### src/verilog/hot_reset_consts.svh
// register offsets, field positions, reset values and timing figures
// assumes inclusion by bare name from the package and the sequencer
`ifndef HOT_RESET_CONSTS_SVH
`define HOT_RESET_CONSTS_SVH

// ****************************************************************
// register byte offsets
// ****************************************************************
`define OFS_SWITCH_CONTROL   12'h000
`define OFS_SMBUS_STATUS     12'h004
`define OFS_BRIDGE_CONTROL   12'h008
`define OFS_PHY_LINK_STATE   12'h00C
`define OFS_SEQ_STATUS       12'h010

// ****************************************************************
// field positions
// ****************************************************************
`define CTL_HOT_RESET_REQ    0
`define CTL_LINK_DOWN_DIS    1
`define CTL_EEPROM_INIT_DIS  2
`define CTL_RESET_HALT       3
`define CTL_EEPROM_MODE      4
`define CTL_UNLOCK           5
`define SMB_DONE             0
`define SMB_ERROR            1
`define SMB_CODE_LSB         4
`define BRIDGE_CONTROL_REG_SEC_BUS_RESET   0
`define PHY_RETRAIN_LSB      0
`define PHY_PARAM_LSB        8
`define STS_LOGIC_RESET      0
`define STS_QUASI_RESET      1
`define STS_LOADING          2
`define STS_HALTED           3
`define STS_TRAIN_LATE       4

// ****************************************************************
// reset values
// ****************************************************************
`define RST_EEPROM_MODE      1'b1
`define RST_LINK_PARAM       4'h1
`define RST_ZERO_WORD        32'h0000_0000

// ****************************************************************
// timing
// ****************************************************************
`define CLOCK_MHZ            125
`define TRAIN_DEADLINE_MS    20
`define CFG_READY_MS         100
`define CYCLES_PER_MS        (`CLOCK_MHZ * 1000)

`endif

### src/verilog/hot_reset_pkg.sv
// types shared by the hot reset sequencer and its environment
// assumes the constants header sits beside it
package hot_reset_pkg;
  `include "hot_reset_consts.svh"

  // ****************************************************************
  // sequencer states
  // ****************************************************************
  typedef enum logic [2:0] {
    st_idle,
    st_propagate,
    st_apply,
    st_quasi,
    st_load,
    st_halt
  } seq_state_t;

  // ****************************************************************
  // bus and loader carriers
  // ****************************************************************
  typedef struct packed {
    logic        psel;
    logic        penable;
    logic        pwrite;
    logic [11:0] paddr;
    logic [31:0] pwdata;
  } apb_req_t;

  typedef struct packed {
    logic        pready;
    logic        pslverr;
    logic [31:0] prdata;
  } apb_rsp_t;

  typedef struct packed {
    logic        valid;
    logic [11:0] addr;
    logic [31:0] data;
  } eeprom_wr_t;
endpackage : hot_reset_pkg

### src/verilog/pin_sync3.sv
// three-stage pin synchroniser with agreement filter
// assumes inputs asynchronous to clock
`timescale 1ns/1ps
module pin_sync3 #(
  parameter int WIDTH = 1
) (
  input  wire logic             clock,
  input  wire logic             rst,
  input  wire logic [WIDTH-1:0] pin_in,
  output logic      [WIDTH-1:0] level_out
);
  logic [WIDTH-1:0] stage1_reg;
  logic [WIDTH-1:0] stage2_reg;
  logic [WIDTH-1:0] stage3_reg;

  if (WIDTH < 1) begin : g_check
    $error("pin_sync3 width must be at least one");
  end

  // ****************************************************************
  // chain, output follows once stage two and three agree
  // ****************************************************************
  always_ff @(posedge clock or posedge rst) begin
    if (rst) begin
      stage1_reg <= '0;
      stage2_reg <= '0;
      stage3_reg <= '0;
      level_out  <= '0;
    end else begin
      stage1_reg <= pin_in;
      stage2_reg <= stage1_reg;
      stage3_reg <= stage2_reg;
      for (int i = 0; i < WIDTH; i++) begin
        if (stage2_reg[i] == stage3_reg[i]) begin
          level_out[i] <= stage3_reg[i];
        end
      end
    end
  end
endmodule : pin_sync3

### src/verilog/switch_hot_reset_sequencer.sv
// hot reset and upstream secondary bus reset sequencer of a switch
// assumes an apb master, an eeprom loader on the same clock, phy pins async
`timescale 1ns/1ps
`include "hot_reset_consts.svh"
module switch_hot_reset_sequencer
  import hot_reset_pkg::*;
#(
  parameter int PORTS        = 3,
  parameter int DS_PORTS     = 2,
  parameter int TRAIN_CYCLES = `TRAIN_DEADLINE_MS * `CYCLES_PER_MS,
  parameter int CFG_CYCLES   = `CFG_READY_MS * `CYCLES_PER_MS
) (
  input  wire logic                clock,
  input  wire logic                rst,
  input  wire apb_req_t            apb_req,
  output apb_rsp_t                 apb_rsp,
  input  wire logic                ts1_hot_reset_rx,
  input  wire logic                us_dl_down,
  input  wire logic [PORTS-1:0]    training_active,
  input  wire logic [DS_PORTS-1:0] ds_link_up,
  input  wire eeprom_wr_t          eeprom_wr,
  input  wire logic                eeprom_done,
  input  wire logic                eeprom_error,
  input  wire logic [3:0]          eeprom_error_code,
  output logic                     eeprom_wr_ack,
  output logic                     eeprom_load_enable,
  output logic                     logic_reset,
  output logic                     quasi_reset,
  output logic                     link_train_enable,
  output logic [DS_PORTS-1:0]      ds_hot_reset_ts1,
  output logic [PORTS-1:0]         link_retrain,
  output logic                     ds_port_reset,
  output logic                     ds_discard_queued,
  output logic                     us_secondary_ur
);
  localparam int CNT_W = $clog2(TRAIN_CYCLES + 1);

  if (DS_PORTS < 1 || DS_PORTS >= PORTS || PORTS > 4) begin : g_ports_check
    $error("port counts not supported");
  end
  if (TRAIN_CYCLES < 1 || TRAIN_CYCLES > CFG_CYCLES) begin : g_time_check
    $error("training deadline must be positive and before config ready");
  end

  seq_state_t          state_reg;
  seq_state_t          state_next;
  logic                pready_reg;
  logic                pslverr_reg;
  logic [31:0]         prdata_reg;
  logic [31:0]         read_word;
  logic                read_hit;
  logic                hot_req_reg;
  logic                link_down_dis_reg;
  logic                eeprom_dis_reg;
  logic                reset_halt_reg;
  logic                eeprom_mode_reg;
  logic                unlock_reg;
  logic                smb_done_reg;
  logic                smb_error_reg;
  logic [3:0]          smb_code_reg;
  logic                sec_bus_reset_reg;
  logic [3:0]          link_param_reg;
  logic                train_late_reg;
  logic [CNT_W-1:0]    train_cnt_reg;
  logic                dl_down_prev_reg;
  logic                ts1_s;
  logic                dl_down_s;
  logic [PORTS-1:0]    training_s;
  logic [DS_PORTS-1:0] link_up_s;
  logic                access;
  logic                wr_commit;
  logic                ld_accept;
  logic                wr_en;
  logic [11:0]         wr_addr;
  logic [31:0]         wr_data;
  logic                start_event;
  logic                hold_trigger;
  logic                apply;
  logic                load_end;

  // ****************************************************************
  // pin synchronisers
  // ****************************************************************
  pin_sync3 #(
    .WIDTH (2 + PORTS + DS_PORTS)
  ) u_pin_sync (
    .clock     (clock),
    .rst       (rst),
    .pin_in    ({ts1_hot_reset_rx, us_dl_down, training_active, ds_link_up}),
    .level_out ({ts1_s, dl_down_s, training_s, link_up_s})
  );

  // ****************************************************************
  // apb slave, one wait state, write lands with pready
  // ****************************************************************
  assign access    = apb_req.psel & apb_req.penable;
  assign wr_commit = access & pready_reg & apb_req.pwrite;
  assign ld_accept = eeprom_wr.valid & ~eeprom_wr_ack & ~wr_commit & (state_reg == st_load);
  assign wr_en     = wr_commit | ld_accept;
  assign wr_addr   = wr_commit ? apb_req.paddr : eeprom_wr.addr;
  assign wr_data   = wr_commit ? apb_req.pwdata : eeprom_wr.data;
  assign apply     = (state_reg == st_apply);
  assign load_end  = (state_reg == st_load) & (eeprom_done | eeprom_error);

  assign apb_rsp.pready  = pready_reg;
  assign apb_rsp.pslverr = pslverr_reg;
  assign apb_rsp.prdata  = prdata_reg;

  always_comb begin
    read_word = `RST_ZERO_WORD;
    read_hit  = 1'b1;
    case (apb_req.paddr)
      `OFS_SWITCH_CONTROL: begin
        read_word[`CTL_LINK_DOWN_DIS]   = link_down_dis_reg;
        read_word[`CTL_EEPROM_INIT_DIS] = eeprom_dis_reg;
        read_word[`CTL_RESET_HALT]      = reset_halt_reg;
        read_word[`CTL_EEPROM_MODE]     = eeprom_mode_reg;
        read_word[`CTL_UNLOCK]          = unlock_reg;
      end
      `OFS_SMBUS_STATUS: begin
        read_word[`SMB_DONE]                    = smb_done_reg;
        read_word[`SMB_ERROR]                   = smb_error_reg;
        read_word[`SMB_CODE_LSB +: 4]           = smb_code_reg;
      end
      `OFS_BRIDGE_CONTROL: begin
        read_word[`BRIDGE_CONTROL_REG_SEC_BUS_RESET] = sec_bus_reset_reg;
      end
      `OFS_PHY_LINK_STATE: begin
        read_word[`PHY_PARAM_LSB +: 4] = link_param_reg;
      end
      `OFS_SEQ_STATUS: begin
        read_word[`STS_LOGIC_RESET] = logic_reset;
        read_word[`STS_QUASI_RESET] = quasi_reset;
        read_word[`STS_LOADING]     = eeprom_load_enable;
        read_word[`STS_HALTED]      = (state_reg == st_halt) & reset_halt_reg;
        read_word[`STS_TRAIN_LATE]  = train_late_reg;
      end
      default: begin
        read_hit = 1'b0;
      end
    endcase
  end

  always_ff @(posedge clock or posedge rst) begin
    if (rst) begin
      pready_reg  <= 1'b0;
      pslverr_reg <= 1'b0;
      prdata_reg  <= `RST_ZERO_WORD;
    end else begin
      pready_reg <= access & ~pready_reg;
      if (access & ~pready_reg) begin
        pslverr_reg <= ~read_hit;
        prdata_reg  <= apb_req.pwrite ? `RST_ZERO_WORD : read_word;
      end else begin
        pslverr_reg <= 1'b0;
        prdata_reg  <= `RST_ZERO_WORD;
      end
    end
  end

  always_ff @(posedge clock or posedge rst) begin
    if (rst) begin
      eeprom_wr_ack <= 1'b0;
    end else begin
      eeprom_wr_ack <= ld_accept;
    end
  end

  // ****************************************************************
  // switch control
  // ****************************************************************
  always_ff @(posedge clock or posedge rst) begin
    if (rst) begin
      hot_req_reg <= 1'b0;
    end else begin
      // fires the cycle after pready, so the completion is out first
      hot_req_reg <= wr_commit & (apb_req.paddr == `OFS_SWITCH_CONTROL)
                     & apb_req.pwdata[`CTL_HOT_RESET_REQ];
    end
  end

  always_ff @(posedge clock or posedge rst) begin
    if (rst) begin
      link_down_dis_reg <= 1'b0;
      eeprom_dis_reg    <= 1'b0;
      eeprom_mode_reg   <= `RST_EEPROM_MODE;
    end else if (wr_en && wr_addr == `OFS_SWITCH_CONTROL) begin
      link_down_dis_reg <= wr_data[`CTL_LINK_DOWN_DIS];
      eeprom_dis_reg    <= wr_data[`CTL_EEPROM_INIT_DIS];
      eeprom_mode_reg   <= wr_data[`CTL_EEPROM_MODE];
    end
  end

  always_ff @(posedge clock or posedge rst) begin
    if (rst) begin
      unlock_reg <= 1'b0;
    end else if (apply) begin
      unlock_reg <= 1'b0;
    end else if (wr_en && wr_addr == `OFS_SWITCH_CONTROL) begin
      unlock_reg <= wr_data[`CTL_UNLOCK];
    end
  end

  always_ff @(posedge clock or posedge rst) begin
    if (rst) begin
      reset_halt_reg <= 1'b0;
    end else if ((state_reg == st_load) && eeprom_error) begin
      reset_halt_reg <= 1'b1;
    end else if (apply) begin
      reset_halt_reg <= 1'b0;
    end else if (wr_en && wr_addr == `OFS_SWITCH_CONTROL
                 && !wr_data[`CTL_RESET_HALT]) begin
      reset_halt_reg <= 1'b0;
    end
  end

  // ****************************************************************
  // smbus status, sticky, write one to clear
  // ****************************************************************
  always_ff @(posedge clock or posedge rst) begin
    if (rst) begin
      smb_done_reg  <= 1'b0;
      smb_error_reg <= 1'b0;
      smb_code_reg  <= 4'h0;
    end else begin
      if (load_end) begin
        smb_done_reg <= 1'b1;
      end else if (wr_commit && apb_req.paddr == `OFS_SMBUS_STATUS
                   && apb_req.pwdata[`SMB_DONE]) begin
        smb_done_reg <= 1'b0;
      end
      if ((state_reg == st_load) && eeprom_error) begin
        smb_error_reg <= 1'b1;
        smb_code_reg  <= eeprom_error_code;
      end else if (wr_commit && apb_req.paddr == `OFS_SMBUS_STATUS
                   && apb_req.pwdata[`SMB_ERROR]) begin
        smb_error_reg <= 1'b0;
        smb_code_reg  <= 4'h0;
      end
    end
  end

  // ****************************************************************
  // bridge control and link state
  // ****************************************************************
  always_ff @(posedge clock or posedge rst) begin
    if (rst) begin
      sec_bus_reset_reg <= 1'b0;
    end else if (apply) begin
      sec_bus_reset_reg <= 1'b0;
    end else if (wr_en && wr_addr == `OFS_BRIDGE_CONTROL) begin
      sec_bus_reset_reg <= wr_data[`BRIDGE_CONTROL_REG_SEC_BUS_RESET];
    end
  end

  always_ff @(posedge clock or posedge rst) begin
    if (rst) begin
      link_param_reg <= `RST_LINK_PARAM;
    end else if (wr_en && wr_addr == `OFS_PHY_LINK_STATE && unlock_reg) begin
      link_param_reg <= wr_data[`PHY_PARAM_LSB +: 4]; // kept across resets
    end
  end

  always_ff @(posedge clock or posedge rst) begin
    if (rst) begin
      link_retrain <= '0;
    end else if (wr_en && wr_addr == `OFS_PHY_LINK_STATE) begin
      link_retrain <= wr_data[`PHY_RETRAIN_LSB +: PORTS];
    end else begin
      link_retrain <= '0;
    end
  end

  // ****************************************************************
  // trigger collection
  // ****************************************************************
  always_ff @(posedge clock or posedge rst) begin
    if (rst) begin
      dl_down_prev_reg <= 1'b0;
    end else begin
      dl_down_prev_reg <= dl_down_s;
    end
  end

  // link down fires on its edge so a retraining upstream cannot loop us
  assign start_event  = ts1_s | hot_req_reg
                        | (dl_down_s & ~dl_down_prev_reg & ~link_down_dis_reg);
  assign hold_trigger = ts1_s | hot_req_reg;

  // ****************************************************************
  // sequencer
  // ****************************************************************
  always_comb begin
    state_next = state_reg;
    case (state_reg)
      st_idle: begin
        if (start_event) begin
          state_next = st_propagate;
        end
      end
      st_propagate: begin
        if (!hold_trigger) begin
          state_next = st_apply;
        end
      end
      st_apply: begin
        state_next = st_quasi;
      end
      st_quasi: begin
        if (eeprom_mode_reg && !eeprom_dis_reg) begin
          state_next = st_load;
        end else begin
          state_next = st_halt;
        end
      end
      st_load: begin
        if (eeprom_done || eeprom_error) begin
          state_next = st_halt;
        end
      end
      st_halt: begin
        if (!reset_halt_reg) begin
          state_next = st_idle;
        end
      end
      default: begin
        state_next = st_idle;
      end
    endcase
  end

  always_ff @(posedge clock or posedge rst) begin
    if (rst) begin
      state_reg <= st_idle;
    end else begin
      state_reg <= state_next;
    end
  end

  always_ff @(posedge clock or posedge rst) begin
    if (rst) begin
      logic_reset        <= 1'b0;
      quasi_reset        <= 1'b0;
      link_train_enable  <= 1'b0;
      eeprom_load_enable <= 1'b0;
    end else begin
      logic_reset <= (state_next == st_propagate) || (state_next == st_apply)
                     || ((state_next == st_halt) && reset_halt_reg);
      quasi_reset <= (state_next == st_quasi) || (state_next == st_load)
                     || (state_next == st_halt);
      link_train_enable <= (state_next == st_quasi) || (state_next == st_load)
                           || (state_next == st_halt);
      // dropping the enable on error is the abort to the loader
      eeprom_load_enable <= (state_next == st_load) && !eeprom_error;
    end
  end

  always_ff @(posedge clock or posedge rst) begin
    if (rst) begin
      ds_hot_reset_ts1 <= '0;
    end else if ((state_next == st_propagate) || sec_bus_reset_reg) begin
      ds_hot_reset_ts1 <= link_up_s;
    end else begin
      ds_hot_reset_ts1 <= '0;
    end
  end

  // ****************************************************************
  // upstream secondary bus reset effects
  // ****************************************************************
  always_ff @(posedge clock or posedge rst) begin
    if (rst) begin
      ds_port_reset     <= 1'b0;
      ds_discard_queued <= 1'b0;
      us_secondary_ur   <= 1'b0;
    end else begin
      ds_port_reset     <= sec_bus_reset_reg;
      ds_discard_queued <= sec_bus_reset_reg;
      us_secondary_ur   <= sec_bus_reset_reg;
    end
  end

  // ****************************************************************
  // training deadline watch
  // ****************************************************************
  always_ff @(posedge clock or posedge rst) begin
    if (rst) begin
      train_cnt_reg <= '0;
    end else if (apply) begin
      train_cnt_reg <= '0;
    end else if (link_train_enable && train_cnt_reg != CNT_W'(TRAIN_CYCLES)) begin
      train_cnt_reg <= train_cnt_reg + CNT_W'(1);
    end
  end

  always_ff @(posedge clock or posedge rst) begin
    if (rst) begin
      train_late_reg <= 1'b0;
    end else if (link_train_enable && train_cnt_reg == CNT_W'(TRAIN_CYCLES - 1)
                 && !(&training_s)) begin
      train_late_reg <= 1'b1;
    end else if (wr_commit && apb_req.paddr == `OFS_SEQ_STATUS
                 && apb_req.pwdata[`STS_TRAIN_LATE]) begin
      train_late_reg <= 1'b0;
    end
  end
endmodule : switch_hot_reset_sequencer

### config.mk
export PLATFORM = sky130hd
export DESIGN_NAME = switch_hot_reset_sequencer
export DESIGN_NICKNAME = d
export VERILOG_FILES = /design/src/verilog/hot_reset_pkg.sv /design/src/verilog/pin_sync3.sv /design/src/verilog/switch_hot_reset_sequencer.sv
export VERILOG_INCLUDE_DIRS = /design/src /design/src/verilog
export SDC_FILE = /design/constraint.sdc
export NUM_CORES = 1
export LEC_CHECK = 0
export BUFFER_PORTS_ARGS = -buffer_cell sky130_fd_sc_hd__buf_4
export CAP_MARGIN = 20
export CORE_MARGIN = 2
export CORE_UTILIZATION = 53
export CTS_CLUSTER_DIAMETER = 80
export DETAILED_ROUTE_END_ITERATION = 6
export GPL_TIMING_DRIVEN = 0
export PLACE_DENSITY = 0.85
export SYNTH_ARGS = -nofsm -noshare
export SYNTH_HDL_FRONTEND = slang
export SYNTH_SLANG_ARGS = --single-unit
export TNS_END_PERCENT = 100
### constraint.sdc
create_clock -name clock -period 8.07 [get_ports clock]
set_input_delay 0.807 -clock clock [delete_from_list [all_inputs] [get_ports clock]]
set_output_delay 0.807 -clock clock [all_outputs]
set_load 0.05 [all_outputs]
; Word-level counts from Yosys, hierarchy flattened
; Cells that the tools add are included.
[totals]
output_inout_bits = 47
ff_bits = 116
in_bits = 107
[op_classes]
n_addsub = 1
bitwise_logic = 23
reduce_logical = 39
n_eq_ne = 25
muxes = 38
[op_table]
columns = cell, count
row1 = == test 12 x 4 -> 1 bit (second input constant), 4
row2 = 2-to-1 mux 12 bit, 4
row3 = 2-to-1 mux 22 bit, 2
row4 = logical NOT 12 bit, 2
row5 = adder 22 x 1 -> 22 bit (second input constant), 1
row6 = == test 22 bit (second input constant), 1
row7 = inequality test 22 bit (second input constant), 1
row8 = case mux 3 bit (6 select lines), 1
row9 = logical AND 1 bit, 17
row10 = 2-to-1 mux 1 bit, 16
row11 = 2-to-1 mux 3 bit, 5
row12 = bitwise AND 1 bit, 13
row13 = == test 12 x 3 -> 1 bit (second input constant), 1
row14 = == test 12 x 5 -> 1 bit (second input constant), 1
row15 = == test 3 x 2 -> 1 bit (second input constant), 4
row16 = == test 3 bit (second input constant), 4
row17 = 2-to-1 mux 4 bit, 3
row18 = nonzero test 2 bit, 6
row19 = case mux 1 bit (3 select lines), 3
row20 = == test 1 bit, 7
row21 = == test 3 x 1 -> 1 bit (second input constant), 2
row22 = logical OR 1 bit, 6
row23 = inverter 1 bit, 6
row24 = OR reduction 5 bit, 1
row25 = other kinds (8), 15

; Longest topological paths before layout
[depth]
ltp_word = 12
mapped_depth = 7
ltp_nobuf = 6

; Hierarchy
; From an unflattened synthesis, not the netlist that was laid out.
[unflattened]
hier_cells = 381
hier_area_um2 = 4235.3
[modules_own_cells]
columns = mod, n_inst, area_each_um2, cells_each
row1 = switch_hot_reset_sequencer, 1, 3452.1, 345
row2 = pin_sync3, 1, 783.3, 36

; Worst setup path before layout
; Ideal clock, no wire load.
[synth_timing]
kind = in2reg
from = input port apb_req[36] (netlist name)
to = register link_param_reg[1]
path_stages = 6
required_time_ps = 7945
slack_ps = 5835
arrival_time_ps = 2110
path_cell_list = buf_4 -> and2b_1 -> nand3_1 -> o32a_1 -> nand2b_4 -> mux2_4
[synth_between]
elab_chain_cells = 4
[synth_rtl]
columns = element, line_no
row1 = "start, declared", switch_hot_reset_sequencer.sv:15  ; input wire apb_req_t apb_req,
row2 = 2-to-1 mux 12 bit, switch_hot_reset_sequencer.sv:100  ; assign wr_addr = wr_commit ? apb_req.paddr : eeprom_wr.addr;
row3 = == test 12 x 4 -> 1 bit (no line), n/a
row4 = logical AND 1 bit (no line), n/a
row5 = logical AND 1 bit, switch_hot_reset_sequencer.sv:259  ; end else if (wr_en && wr_addr == `OFS_PHY_LINK_STATE && unlock_reg) begin
row6 = "end signal, assigned", switch_hot_reset_sequencer.sv:258  ; link_param_reg <= `RST_LINK_PARAM;
row7 = "end signal, assigned", switch_hot_reset_sequencer.sv:260  ; link_param_reg <= wr_data[`PHY_PARAM_LSB +: 4];
row8 = "end, declared", switch_hot_reset_sequencer.sv:62  ; logic [3:0] link_param_reg;
; Every way passes these cells.
; A chain may end at the register's enable or synchronous reset.

; Worst setup path in the final report
[layout_timing]
from = input port apb_req[33] (netlist name)
to = register link_param_reg[2]
; Same word-level chain as after synthesis.

==> flow_summary.yaml <==
run_status:
  status: "completed"
drt:
  drtIter0Drc: 257
  avgViaCountPerCell: 5.374
  detail-route-antenna-nets: 0
  routed_wl_mm: 8.979
  drc: 0
  wl_per_cell_um: 14.65
  first_pass_iters: 5
  vias: 3294
power_and_ir_drop:
  leakage_nw: 2.576
  ir_drop_uv: 163.5
  powerDensity_nw_per_um2: 215.6
  p_total_mw: 1.145
logic_synthesis:
  yosysSeqAreaShare: 0.5668
  async_flop_share: 1.000
  ys.warnings.count: 0
  synth_edf_count: 0
  synthCells: 388
  synth-seq-cells: 96
  syn_area_um2: 4243
  ys.flop_type: "dfrtp_1"
  postSynthAreaPerCell_um2: 10.94
  ys_types: 54
global_route:
  track_usage: 0.2183
  grt_pass1_wl_mm: 14.80
  grt_antenna_before_repair: 0
  grt_start_max_net_pins: 72
  grt_overflow: 0
  first_global_vias: 3194
sta:
  min_period_ps: 2223
  hold_viol: 0
  rsz0062_at_grt: "false"
  clock.fmax_ghz: 0.4498
  tns_ps: 0
  worst_pin_slew_ps: 583.7
  fin_worst_skew_ps: 11.74
  setup_viol: 0
  hold_slack_ps: 352.3
  maxSlewViolCount: 0
  post-route-period-util: 0.2755
  slew_headroom: 0.5998
cts:
  clock_tree.buffer_depth: 2
  cts_tree: "yes"
  clk_latency_ps: 360
  cts.htree.levels: 3
  cts.sinks: 96
  clock-root-buffer: "clkbuf_8"
  path_clk_slew_ps: 100
  cts_resized: 0
  cts-buffers-inserted: 9
  post-cts-setup-buffers: 0
  cts_hold_buffers: 0
floorplanning:
  core-area_um2: 7727
  rows: 32
  start_util: 0.5491
  die_y_um: 93.47
  ios: 154
  die-area_um2: 8737
  die_w_um: 93.47
place:
  globalplace.congestion: 0.8579
  place_hpwl_mm: 6.644
  io_buffer_count: 87
worst_setup_path:
  critical-path-max-stage-delay_ps: 470
  required_ps: 8330
  slowest_stage: "nor3_1"
  startpoint_type: "input port"
  path_max_fanout: 5
  regToRegSetupSlack_ps: 6030
  crit_type: "input port to flop"
  cp-end-kind: "flop"
  critPathArrivalTime_ps: 2480
  worstPathCellList: "buf_4, nor3_1, nand3_1, o32a_1, nand2b_4, mux2_4"
final_layout:
  syn_to_final_growth_pct: 25.13
  largest_reg_flops: 22
  antennaDiodeCount: 0
  fill_cells: 569
  nNetsFinal: 615
  utilization: 0.6870
  drive_gt1_frac: 0.2877
hold_path:
  hp-class: "flop to flop"
flow_run:
  drv_cap: 0
-- final timing paths --
kind / cells after the start / to / from
max in group asynchronous: 3 / link_param_reg[0]$_DFFE_PP1P_ / rst
min in group asynchronous: 2 / train_cnt_reg[0]$_DFFE_PP0P_ / rst
setup reg to reg: 6 / train_cnt_reg[8]$_DFFE_PP0P_ / train_cnt_reg[16]$_DFFE_PP0P_
setup / recovery: 6 / link_param_reg[2]$_DFFE_PP0P_ / apb_req[33]
hold reg to reg: 0 / u_pin_sync.stage2_reg[4]$_DFF_PP0_ / u_pin_sync.stage1_reg[4]$_DFF_PP0_
hold / removal: 0 / u_pin_sync.stage2_reg[4]$_DFF_PP0_ / u_pin_sync.stage1_reg[4]$_DFF_PP0_
-- placed cells by master (no fill, tap or decap), drive strengths merged, types with 2 or more instances in the layout --
cell / netlist / layout
nor4b: 2 / 2
inv: 12 / 12
o21ai: 14 / 14
clkbuf: 4 / 16
or3: 7 / 7
nand4: 12 / 12
nor2b: 7 / 7
dfrtp: 94 / 94
nand3: 14 / 14
buf: 28 / 116
a22o: 4 / 4
clkinvlp: 0 / 2
or4: 4 / 4
nor4: 7 / 7
clkinv: 0 / 2
xor2: 10 / 10
xnor2: 3 / 3
nand3b: 2 / 2
nor3: 8 / 8
o32a: 2 / 2
o211ai: 7 / 7
ha: 2 / 2
mux2: 5 / 5
and3: 2 / 2
nand2b: 4 / 4
and2: 7 / 7
dfstp: 2 / 2
mux2i: 8 / 8
and4: 3 / 3
nand2: 49 / 49
maj3: 7 / 7
conb: 1 / 20
nor2: 30 / 30
a21oi: 12 / 12
-- cells in the mapped netlist, types with 8 or more instances --
master   number  area share
nand3_1      14       0.017
nand4_1      12       0.018
o21ai_0      13       0.015
xor2_1       10       0.021
inv_1        12       0.011
dfrtp_1      94        0.55
mux2i_1       8       0.019
nor2_1       30       0.027
nand2_1      48       0.042
buf_4        26       0.046
a21oi_1      12       0.014
-- power breakdown --
group / switching, mW / total [mW] / leakage (nW) / internal [mW]
logic: 0.163 / 0.269 / 1.26 / 0.106
registers: 0.0500 / 0.582 / 1.23 / 0.532
clock network: 0.164 / 0.293 / 0.0886 / 0.129
-- per-stage QoR --
step | setup slack (ps) | std cells | cell area (um2)
after CTS | 5857 | 613 | 5309
after detailed placement | 5465 | 597 | 5125
after global routing | 5704 | 613 | 5309
after floorplan | 4761 | 407 | 4314
after global placement | 3818 | 596 | 5095
final | 5847 | 613 | 5309
-- layer usage --
layer  GRT usage  part of all wire  vias to the layer above
met1      0.2895              0.43                     1604
li1            -                 -                     1544
met4     0.09314             0.025                        0
met2      0.3579              0.49                      119
met5           0                 0                        -
met3     0.03465             0.056                       27
-- worst max-delay path, delay by kind of cell --
| kind | cells | cell delay [ps] |
|---|---|---|
| multiplexers | 1 | 300 |
| AO/OA/AOI/OAI | 1 | 400 |
| buffers and inverters | 1 | 100 |
| AND/OR/NAND/NOR | 3 | 860 |
-- cell type report --
cell class	instances	area (um2)	share of cell area
buffer	32	220.2	0.04148
clock buffer	12	155.1	0.02922
clock inverter	4	28.78	0.005421
inverter	12	47.55	0.008956
multi-input combinational	267	1644	0.3097
sequential	96	2405	0.4530
tap	102	127.6	0.02404
timing repair buffer	88	680.7	0.1282
-- kinds of logic (layout without fill, tap and decap cells) --
logic type,after synthesis,after routing,share of synthesized area
AOI/OAI and AO/OA,49,49,0.07668
xor gates and xnor gates,13,13,0.02684
other,1,20,0.0008838
and+or+nand+nor,163,163,0.2073
buffers and inverters,44,148,0.06252
adders and majority gates,9,9,0.02241
DFF,96,96,0.5668
muxes,13,13,0.03657
Power figures use the tool's default switching activity.
